File: src/design/tci_pkg.sv
// package: register map, field positions and timing for the cutoff interlock
package tci_pkg;

	// clock rate
	localparam int unsigned CLK_HZ         = 20000000;

	// timing figures in their own units
	localparam int unsigned GLITCH_TIME_US = 1000;
	localparam int unsigned VALID_TIME_MS  = 500;
	localparam int unsigned RESP_TIME_MS   = 120;

	// derived cycle counts: least times round up, longest round down
	localparam int unsigned GLITCH_CYC =
		(GLITCH_TIME_US * (CLK_HZ / 1000) + 999) / 1000;
	localparam int unsigned VALID_CYC  = VALID_TIME_MS * (CLK_HZ / 1000);
	localparam int unsigned RESP_CYC   = RESP_TIME_MS * (CLK_HZ / 1000);

	// register byte addresses
	localparam logic [7:0] ADDR_CTRL    = 8'h00;
	localparam logic [7:0] ADDR_INSTAT  = 8'h04;
	localparam logic [7:0] ADDR_FAULT   = 8'h08;
	localparam logic [7:0] ADDR_IRQSTAT = 8'h0c;
	localparam logic [7:0] ADDR_IRQCLR  = 8'h10;
	localparam logic [7:0] ADDR_IRQEN   = 8'h14;

	// field positions
	localparam int unsigned CTRL_ENABLE_BIT  = 0;
	localparam int unsigned INSTAT_CUT_BIT   = 24;
	localparam int unsigned FAULT_VALID_BIT  = 14;

	// event bits of status, clear and enable registers
	localparam int unsigned EV_W          = 4;
	localparam int unsigned EV_EN_LOW     = 0;
	localparam int unsigned EV_VALID      = 1;
	localparam int unsigned EV_HW_FAULT   = 2;
	localparam int unsigned EV_TRIP       = 3;
	localparam logic [EV_W-1:0] EV_RESET  = 4'h0;

	// bus answers
	localparam logic [1:0] RESP_OKAY   = 2'h0;
	localparam logic [1:0] RESP_SLVERR = 2'h2;

	// drive state
	typedef enum logic [1:0] {
		ST_OFF     = 2'h0,
		ST_RUN     = 2'h1,
		ST_BLOCKED = 2'h3
	} drive_state_e;

endpackage : tci_pkg

File: src/design/torque_cutoff_interlock.sv
// torque cutoff interlock: input filter, validation, alarm and axi-lite regs
`timescale 1ns/1ps
`default_nettype none

module torque_cutoff_interlock
	import tci_pkg::*;
#(
	parameter int unsigned GLITCH_CYCLES = GLITCH_CYC,
	parameter int unsigned VALID_CYCLES  = VALID_CYC
) (
	// clock and reset
	input  wire logic        clk_i,
	input  wire logic        srst_i,
	// cutoff input and analog indications
	input  wire logic        torque_cutoff_in_n_i,
	input  wire logic        above_high_i,
	input  wire logic        below_low_i,
	input  wire logic        hw_fault_i,
	// drive outputs
	output logic             gate_supply_en_o,
	output logic             led_o,
	output logic             irq_o,
	// axi4-lite write address
	input  wire logic        s_axi_awvalid,
	output logic             s_axi_awready,
	input  wire logic [7:0]  s_axi_awaddr,
	// axi4-lite write data
	input  wire logic        s_axi_wvalid,
	output logic             s_axi_wready,
	input  wire logic [31:0] s_axi_wdata,
	input  wire logic [3:0]  s_axi_wstrb,
	// axi4-lite write response
	output logic             s_axi_bvalid,
	input  wire logic        s_axi_bready,
	output logic [1:0]       s_axi_bresp,
	// axi4-lite read address
	input  wire logic        s_axi_arvalid,
	output logic             s_axi_arready,
	input  wire logic [7:0]  s_axi_araddr,
	// axi4-lite read data
	output logic             s_axi_rvalid,
	input  wire logic        s_axi_rready,
	output logic [31:0]      s_axi_rdata,
	output logic [1:0]       s_axi_rresp
);

	// elaboration checks
	if (GLITCH_CYCLES < 1 || GLITCH_CYCLES > RESP_CYC) begin : g_chk_glitch
		$error("glitch filter length out of range");
	end
	if (VALID_CYCLES < 1 || VALID_CYCLES >= (1 << 30)) begin : g_chk_valid
		$error("validation time out of range");
	end

	localparam int unsigned GW = $clog2(GLITCH_CYCLES + 1);
	localparam int unsigned VW = $clog2(VALID_CYCLES + 2);

	// register index decode, used by both bus directions
	function automatic logic mapped(input logic [7:0] a);
		mapped = (a == ADDR_CTRL) || (a == ADDR_INSTAT) ||
			(a == ADDR_FAULT) || (a == ADDR_IRQSTAT) ||
			(a == ADDR_IRQCLR) || (a == ADDR_IRQEN);
	endfunction : mapped

	logic              above_s1_q;
	logic              above_s2_q;
	logic              below_s1_q;
	logic              below_s2_q;
	logic              mid_band;
	logic [VW-1:0]     valid_cnt_q;
	logic              valid_err;
	logic [GW-1:0]     low_cnt_q;
	logic              cut_q;
	logic              cut_prev_q;
	logic              en_cmd_q;
	logic              en_prev_q;
	logic              en_rise;
	drive_state_e      state_q;
	logic [EV_W-1:0]   ev_set;
	logic [EV_W-1:0]   ev_stat_q;
	logic [EV_W-1:0]   ev_en_q;
	logic [EV_W-1:0]   ev_clr;
	logic              fault_now;
	logic              alarms_clear;
	logic              aw_have_q;
	logic              w_have_q;
	logic [7:0]        aw_addr_q;
	logic [31:0]       w_data_q;
	logic [3:0]        w_strb_q;
	logic              wr_go;
	logic [31:0]       rd_word;

	// comparator synchronisers
	// only the second stage feeds the logic
	always_ff @(posedge clk_i) begin
		if (srst_i) begin
			above_s1_q <= 1'b0;
			above_s2_q <= 1'b0;
			below_s1_q <= 1'b0;
			below_s2_q <= 1'b0;
		end else begin
			above_s1_q <= above_high_i;
			above_s2_q <= above_s1_q;
			below_s1_q <= below_low_i;
			below_s2_q <= below_s1_q;
		end
	end

	assign mid_band = !above_s2_q && !below_s2_q;

	// mid-band timer, saturating one past the limit
	always_ff @(posedge clk_i) begin
		if (srst_i) begin
			valid_cnt_q <= '0;
		end else if (!mid_band) begin
			valid_cnt_q <= '0;
		end else if (valid_cnt_q <= VW'(VALID_CYCLES)) begin
			valid_cnt_q <= valid_cnt_q + VW'(1);
		end
	end

	assign valid_err = valid_cnt_q > VW'(VALID_CYCLES);

	// low-pulse filter: trip only once low has lasted the full window
	always_ff @(posedge clk_i) begin
		if (srst_i) begin
			low_cnt_q <= '0;
			cut_q     <= 1'b1;
		end else if (torque_cutoff_in_n_i) begin
			low_cnt_q <= '0;
			cut_q     <= 1'b0;
		end else if (low_cnt_q < GW'(GLITCH_CYCLES - 1)) begin
			low_cnt_q <= low_cnt_q + GW'(1);
		end else begin
			cut_q     <= 1'b1;
		end
	end

	// enable command edge
	always_ff @(posedge clk_i) begin
		if (srst_i) begin
			en_prev_q  <= 1'b0;
			cut_prev_q <= 1'b1;
		end else begin
			en_prev_q  <= en_cmd_q;
			cut_prev_q <= cut_q;
		end
	end

	assign en_rise      = en_cmd_q && !en_prev_q;
	assign fault_now    = hw_fault_i || ev_stat_q[EV_HW_FAULT];
	assign alarms_clear = !ev_stat_q[EV_EN_LOW] && !ev_stat_q[EV_VALID] &&
		!ev_stat_q[EV_HW_FAULT];

	// event sources
	always_comb begin
		ev_set              = EV_RESET;
		ev_set[EV_EN_LOW]   = cut_q && en_cmd_q;
		ev_set[EV_VALID]    = valid_err;
		ev_set[EV_HW_FAULT] = hw_fault_i;
		ev_set[EV_TRIP]     = cut_q && !cut_prev_q;
	end

	// drive state
	always_ff @(posedge clk_i) begin
		if (srst_i) begin
			state_q <= ST_OFF;
		end else begin
			case (state_q)
				ST_OFF: begin
					if (en_rise && !cut_q && alarms_clear && !hw_fault_i) begin
						state_q <= ST_RUN;
					end else if (cut_q || fault_now) begin
						state_q <= ST_BLOCKED;
					end
				end
				ST_RUN: begin
					if (cut_q || fault_now) begin
						state_q <= ST_BLOCKED;
					end else if (!en_cmd_q) begin
						state_q <= ST_OFF;
					end
				end
				ST_BLOCKED: begin
					if (!cut_q && alarms_clear && !hw_fault_i) begin
						state_q <= ST_OFF;
					end
				end
				default: begin
					state_q <= ST_BLOCKED;
				end
			endcase
		end
	end

	// gating from the filtered cutoff input and the fault input, so test pulses keep torque
	assign gate_supply_en_o = (state_q == ST_RUN) &&
		!cut_q &&
		!hw_fault_i;
	assign led_o = !cut_q && !fault_now;
	assign irq_o = |(ev_stat_q & ev_en_q);

	// sticky status: set wins over clear
	always_ff @(posedge clk_i) begin
		if (srst_i) begin
			ev_stat_q <= EV_RESET;
		end else begin
			ev_stat_q <= (ev_stat_q & ~ev_clr) | ev_set;
		end
	end

	// axi write channel capture
	assign s_axi_awready = !aw_have_q && !s_axi_bvalid;
	assign s_axi_wready  = !w_have_q && !s_axi_bvalid;
	assign wr_go         = aw_have_q && w_have_q && !s_axi_bvalid;

	always_ff @(posedge clk_i) begin
		if (srst_i) begin
			aw_have_q <= 1'b0;
			aw_addr_q <= 8'h00;
		end else if (s_axi_awvalid && s_axi_awready) begin
			aw_have_q <= 1'b1;
			aw_addr_q <= s_axi_awaddr;
		end else if (wr_go) begin
			aw_have_q <= 1'b0;
		end
	end

	always_ff @(posedge clk_i) begin
		if (srst_i) begin
			w_have_q <= 1'b0;
			w_data_q <= 32'h0000_0000;
			w_strb_q <= 4'h0;
		end else if (s_axi_wvalid && s_axi_wready) begin
			w_have_q <= 1'b1;
			w_data_q <= s_axi_wdata;
			w_strb_q <= s_axi_wstrb;
		end else if (wr_go) begin
			w_have_q <= 1'b0;
		end
	end

	always_ff @(posedge clk_i) begin
		if (srst_i) begin
			s_axi_bvalid <= 1'b0;
			s_axi_bresp  <= RESP_OKAY;
		end else if (wr_go) begin
			s_axi_bvalid <= 1'b1;
			s_axi_bresp  <= mapped(aw_addr_q) ? RESP_OKAY : RESP_SLVERR;
		end else if (s_axi_bready) begin
			s_axi_bvalid <= 1'b0;
		end
	end

	// register writes
	always_comb begin
		ev_clr = EV_RESET;
		if (wr_go && aw_addr_q == ADDR_IRQCLR && w_strb_q[0]) begin
			ev_clr = w_data_q[EV_W-1:0];
		end
	end

	always_ff @(posedge clk_i) begin
		if (srst_i) begin
			en_cmd_q <= 1'b0;
			ev_en_q  <= EV_RESET;
		end else if (wr_go && w_strb_q[0]) begin
			if (aw_addr_q == ADDR_CTRL) begin
				en_cmd_q <= w_data_q[CTRL_ENABLE_BIT];
			end
			if (aw_addr_q == ADDR_IRQEN) begin
				ev_en_q <= w_data_q[EV_W-1:0];
			end
		end
	end

	// read mux
	// the clear register is write-only and reads as zero
	always_comb begin
		rd_word = 32'h0000_0000;
		case (s_axi_araddr)
			ADDR_CTRL: begin
				rd_word[CTRL_ENABLE_BIT] = en_cmd_q;
			end
			ADDR_INSTAT: begin
				rd_word[INSTAT_CUT_BIT] = !cut_q && !fault_now;
			end
			ADDR_FAULT: begin
				rd_word[FAULT_VALID_BIT] = ev_stat_q[EV_VALID];
			end
			ADDR_IRQSTAT: begin
				rd_word[EV_W-1:0] = ev_stat_q;
			end
			ADDR_IRQCLR: begin
				rd_word = 32'h0000_0000;
			end
			ADDR_IRQEN: begin
				rd_word[EV_W-1:0] = ev_en_q;
			end
			default: begin
				rd_word = 32'h0000_0000;
			end
		endcase
	end

	// axi read channel
	assign s_axi_arready = !s_axi_rvalid;

	always_ff @(posedge clk_i) begin
		if (srst_i) begin
			s_axi_rvalid <= 1'b0;
			s_axi_rdata  <= 32'h0000_0000;
			s_axi_rresp  <= RESP_OKAY;
		end else if (s_axi_arvalid && s_axi_arready) begin
			s_axi_rvalid <= 1'b1;
			s_axi_rdata  <= rd_word;
			s_axi_rresp  <= mapped(s_axi_araddr) ? RESP_OKAY : RESP_SLVERR;
		end else if (s_axi_rready) begin
			s_axi_rvalid <= 1'b0;
		end
	end

endmodule : torque_cutoff_interlock

`default_nettype wire

File: config.mk
export PLATFORM = sky130hd
export DESIGN_NAME = torque_cutoff_interlock
export DESIGN_NICKNAME = d
export VERILOG_FILES = /design/src/design/tci_pkg.sv /design/src/design/torque_cutoff_interlock.sv
export SDC_FILE = /design/constraint.sdc
export NUM_CORES = 1
export LEC_CHECK = 0
export BUFFER_PORTS_ARGS = -buffer_cell sky130_fd_sc_hd__clkbuf_2
export CORE_MARGIN = 2
export CORE_UTILIZATION = 52
export DETAILED_ROUTE_END_ITERATION = 8
export MAX_ROUTING_LAYER = met4
export PLACE_DENSITY = 0.75
export SETUP_SLACK_MARGIN = 0.3
export SYNTH_ARGS = -nofsm -noshare
export SYNTH_HDL_FRONTEND = slang
export SYNTH_SLANG_ARGS = --single-unit
File: constraint.sdc
create_clock -name clk_i -period 2.7 [get_ports clk_i]
set_clock_uncertainty 0.15 [all_clocks]
set_input_delay 0.54 -clock clk_i [delete_from_list [all_inputs] [get_ports clk_i]]
set_output_delay 0.54 -clock clk_i [all_outputs]
set_load 0.02 [all_outputs]
After elaboration in Yosys (flattened, before gate mapping)

Cells that the tools add are included.

Register bits after elaboration: 84
Input port bits: 63
Output and inout port bits: 44
Logic and storage cells: 134

Add/subtract/negate cells: 2
Magnitude comparators: 3
Equality and inequality tests: 16
Multiplexer cells: 22
Bitwise gates (word level): 5
Reduce and logical (&&, ||, !) cells: 63

Operators with widths:

| operator                                                         | number |
|---|---|
| 8-bit by 4-bit == test with 1-bit output (second input constant) | 4 |
| 8-bit by 5-bit == test with 1-bit output (second input constant) | 4 |
| 24-bit by 1-bit adder with 24-bit output (second input constant) | 1 |
| 24-bit greater-than comparator (second input constant)           | 1 |
| 24-bit less-or-equal comparator (second input constant)          | 1 |
| 1-bit logical AND                                                | 24 |
| 8-bit by 3-bit == test with 1-bit output (second input constant) | 2 |
| 8-bit logical NOT                                                | 2 |
| 15-bit by 1-bit adder with 15-bit output (second input constant) | 1 |
| 15-bit < comparator (second input constant)                      | 1 |
| 1-bit logical NOT                                                | 14 |
| 2-bit 2-to-1 mux                                                 | 7 |
| 1-bit logical OR                                                 | 12 |
| 1-bit 2-to-1 mux                                                 | 11 |
| 4-bit bitwise AND                                                | 2 |
| 2-bit nonzero test                                               | 4 |
| 3-bit inequality test (second input constant)                    | 2 |
| 2-bit one-hot mux with 3 select lines                            | 1 |
| 3-bit one-hot mux with 2 select lines                            | 1 |
| 4-bit 2-to-1 mux                                                 | 1 |
| 2-bit inequality test (second input constant)                    | 2 |
| 4-bit inverter                                                   | 1 |
| 4-bit OR                                                         | 1 |
| 2-bit AND reduction                                              | 2 |
| other kinds (8)                                                  | 9 |

Longest topological paths before layout

Word-level depth: 8
Gate-level depth with buffers: 8
Gate-level depth less buffers: 6

Worst setup path before layout

OpenSTA, ideal clock, no wires.

Path kind: flip-flop to flip-flop
Start: register valid_cnt_q[16]
End: register valid_cnt_q[11]
Library setup time: 0.070 ns
Data arrival time: 2.092 ns
Data required time: 2.480 ns
Path slack: 0.387 ns
Cell stages (with the launch flop): 6
Buffers on the path: 0
Clock period less this slack: 2.313 ns
Path through: dfxtp_1 or4_4 o221a_4 or4_1 or3_1 a21oi_1

Longest elaborated chain between the ends: 1

Ends and longest elaborated chain:

| what                            | line                           | text |
|---|---|---|
| from (decl)                     | torque_cutoff_interlock.sv:70  | `logic [VW-1:0] valid_cnt_q;` |
| from (signal assigned)          | torque_cutoff_interlock.sv:118 | `valid_cnt_q <= valid_cnt_q + VW'(1);` |
| 24-bit less-or-equal comparator | torque_cutoff_interlock.sv:117 | `end else if (valid_cnt_q <= VW'(VALID_CYCLES)) begin` |

Every way passes these cells.
A chain may end at the register's enable or synchronous reset.

Final worst setup path

Start: register valid_cnt_q[16]
End: register valid_cnt_q[5]

Same word-level chain as after synthesis.

==> run metrics <==
Final ANT Viol Nets=0; Core Area=0.007253 mm²; fin crit share=88.46%; Reg clk slew, reported paths=90 ps; GRT overflow=0; relative slew slack=between 60 and 70%; io pins=107; area of the die=roughly 0.008 mm²; Unique masters post-synth=54; initial antenna violation count=0; root buffer cell=clkbuf_8; drt total wl=roughly 8000 µm; # diodes=0; max-slew violation count=0; Port Buffers=47; FFs w/ async S/R, synth=0%; status=finished clean; most frequently used flop master after synthesis=dfxtp_1; Yosys warning count=0; register area share after synthesis=41.94%; Post-Syn Area=a little under 0.004 mm²; Skew-Pair Late Insertion Delay=360 ps; final setup violation count=0; average vias per placed instance=5.456; setup TNS=0 ps; gpl congestion=between 0.8 and 0.9; H-tree Lvls=3; worst hold path class=in -> reg; RSZ-0062 raised after global routing=true; area grow syn2layout=12.79%; dpl ws=between 200 and 300 ps; final hold violation count=0; CTS tree=yes; pin count of the biggest net entering global routing=46; Max Root-Sink Buffers=2; CTS Buf Count=9; nets@finish=581; layout cells sized above 1=a little under a fifth; first drt pass iteration count=4; Detail Placement HPWL=between 5000 and 6000 µm; # DRC=0; first-pass GRT wire length=13,780 µm; Highest Clock Rate=418.7 MHz; initial drt markers=83; Peak supply drop=around 420 µV; GR Util All Layers=around a fifth; Die Span Y=~91 µm; kind of critical path=reg -> reg; Die X=90.76 µm; Static Leak=between 1.5 and 2 nW; MaxCap Viol Count=0; # rows=31; wire per inst=roughly 13 µm; number of synthesized flops with an enable pin=0; vias=about 3,400; startpoint types=register; worst-margin pin slew=slightly below 600 ps; fin crit period=roughly 2400 ps; Initial Util=about 54%; Crit Path Max Fanout=6; critical path data required time=approximately 2900 ps; CTS Hold Bufs=0; #FFs+latches synth=82; post-synthesis average cell area=between 8 and 9 µm²; crit path DAT=about 2500 ps; Synth Instances=around 470; clock sink count=82; vias in the first global route=3,149; Pwr Density=around 530 mW/mm²; CP Capture Type=register; fin worst setup slack=~310 ps
[worst paths after layout]
path / endpoint / slack, ps / from / cells past startpoint
setup / recovery: valid_cnt_q[5]$_SDFFE_PP0P_ / 310 / valid_cnt_q[16]$_SDFFE_PP0P_ / 5
hold / removal: s_axi_rvalid$_SDFFE_PP0P_ / 210 / s_axi_rready / 2
setup reg to reg: valid_cnt_q[5]$_SDFFE_PP0P_ / 310 / valid_cnt_q[16]$_SDFFE_PP0P_ / 5
hold reg to reg: below_s2_q$_SDFF_PP0_ / 290 / below_s1_q$_SDFF_PP0_ / 1
[placed cells by master, fill, tap and decap left out, types with 7 or more instances in the layout]
master / Yosys / final
a21oi_1: 36 / 35
and3_1: 7 / 7
buf_4: 28 / 11
clkbuf_2: 0 / 47
clkbuf_8: 0 / 10
conb_1: 1 / 28
dfxtp_1: 82 / 80
mux2i_1: 10 / 10
nand2_1: 42 / 42
nand3_1: 19 / 19
nand4_1: 15 / 15
nor2_1: 51 / 51
nor2b_1: 8 / 8
nor3_1: 12 / 12
o21ai_0: 18 / 18
or3_1: 12 / 11
or4_1: 8 / 7
xnor2_1: 10 / 10
xor2_1: 9 / 9
[area by class of cell]
cell class / count / area [µm²]
Clock inverter: 6 / 55.05
Sequential cell: 82 / 1644
Tap cell: 99 / 123.9
Inverter: 6 / 22.52
Timing Repair Buffer: 59 / 329.1
Multi-Input combinational cell: 357 / 2102
Clock buffer: 10 / 137.6
Fill cell: 679 / 2839
[cells in the mapped netlist, types with 3 or more instances]
| cell | count | area share [%] |
|---|---|---|
| dfxtp_1 | 82 | 42 |
| nor2_1 | 51 | 4.9 |
| nand2_1 | 42 | 4.0 |
| a21oi_1 | 36 | 4.6 |
| buf_4 | 28 | 5.4 |
| nand3_1 | 19 | 2.4 |
| o21ai_0 | 18 | 2.3 |
| clkbuf_1 | 16 | 1.5 |
| nand4_1 | 15 | 2.4 |
| nor3_1 | 12 | 1.5 |
| or3_1 | 12 | 1.9 |
| mux2i_1 | 10 | 2.6 |
| xnor2_1 | 10 | 2.2 |
| xor2_1 | 9 | 2.0 |
| nor2b_1 | 8 | 1.3 |
| or4_1 | 8 | 1.5 |
| and3_1 | 7 | 1.1 |
| nor4_1 | 7 | 1.1 |
| and2_1 | 6 | 0.96 |
| inv_1 | 6 | 0.58 |
| a211oi_1 | 5 | 0.96 |
| nand2b_1 | 5 | 0.80 |
| o211ai_1 | 5 | 0.96 |
| or3_2 | 4 | 0.77 |
| a221oi_1 | 3 | 0.67 |
| a31oi_1 | 3 | 0.48 |
| ha_1 | 3 | 0.96 |
| nand4b_1 | 3 | 0.67 |
| or2_2 | 3 | 0.48 |
[routing by layer]
layer	up-vias	GRT usage, %	share of wire, %
li1	1709	-	-
met1	1590	24.06	46
met2	69	34.51	49
met3	9	5.676	3.9
met4	0	5.897	1.2
met5	-	-	0
[worst max-delay path, cell delays in order, from the launching register on]
cell	delay, ps
dfxtp_2	330
or4_4	570
o221a_4	320
or3b_2	480
or4_1	400
nand2_1	80
[flip-flops by register name, indices dropped and copies added (netlist names), 2 cells and up]
name         flops
ev_stat_q        4
ev_en_q          4
low_cnt_q       15
valid_cnt_q     24
state_q          2
w_data_q         4
aw_addr_q        8
s_axi_rdata      6
[timing repair]
item                       CTS  global route
buffers inserted             3             0
gates cloned                 0             1
resized for setup            3            10
pin swaps                    5             5
setup endpoints to repair    4            15
[through the flow]
step	std cells	util (%)	area, µm²	total power, mW	hold slack, ps
floorplan	493	-	4015	1.480	263.8
global placement	599	57.06	4139	1.508	277.0
detailed placement	599	57.06	4139	1.516	278.1
CTS	618	60.12	4360	2.378	193.7
global route	619	60.86	4414	2.461	191.9
finish	619	60.86	4414	2.349	211.4
[power breakdown]
group          switching (mW)  internal [mW]  leakage, nW  total [mW]
logic                   0.138         0.0709        0.980       0.209
clock network           0.482          0.381        0.100       0.862
registers              0.0318           1.25        0.669        1.28
[cell families after synthesis]
family	count (synthesis)	synth area share (%)
simple gates	213	28.42
xor+xnor	19	4.252
fa+ha+maj	3	0.9592
compound gates	84	13.65
buf+inv	54	8.120
flops	82	41.94
mux	10	2.558
other cells	1	0.09582
Power figures use the tool's default switching activity.
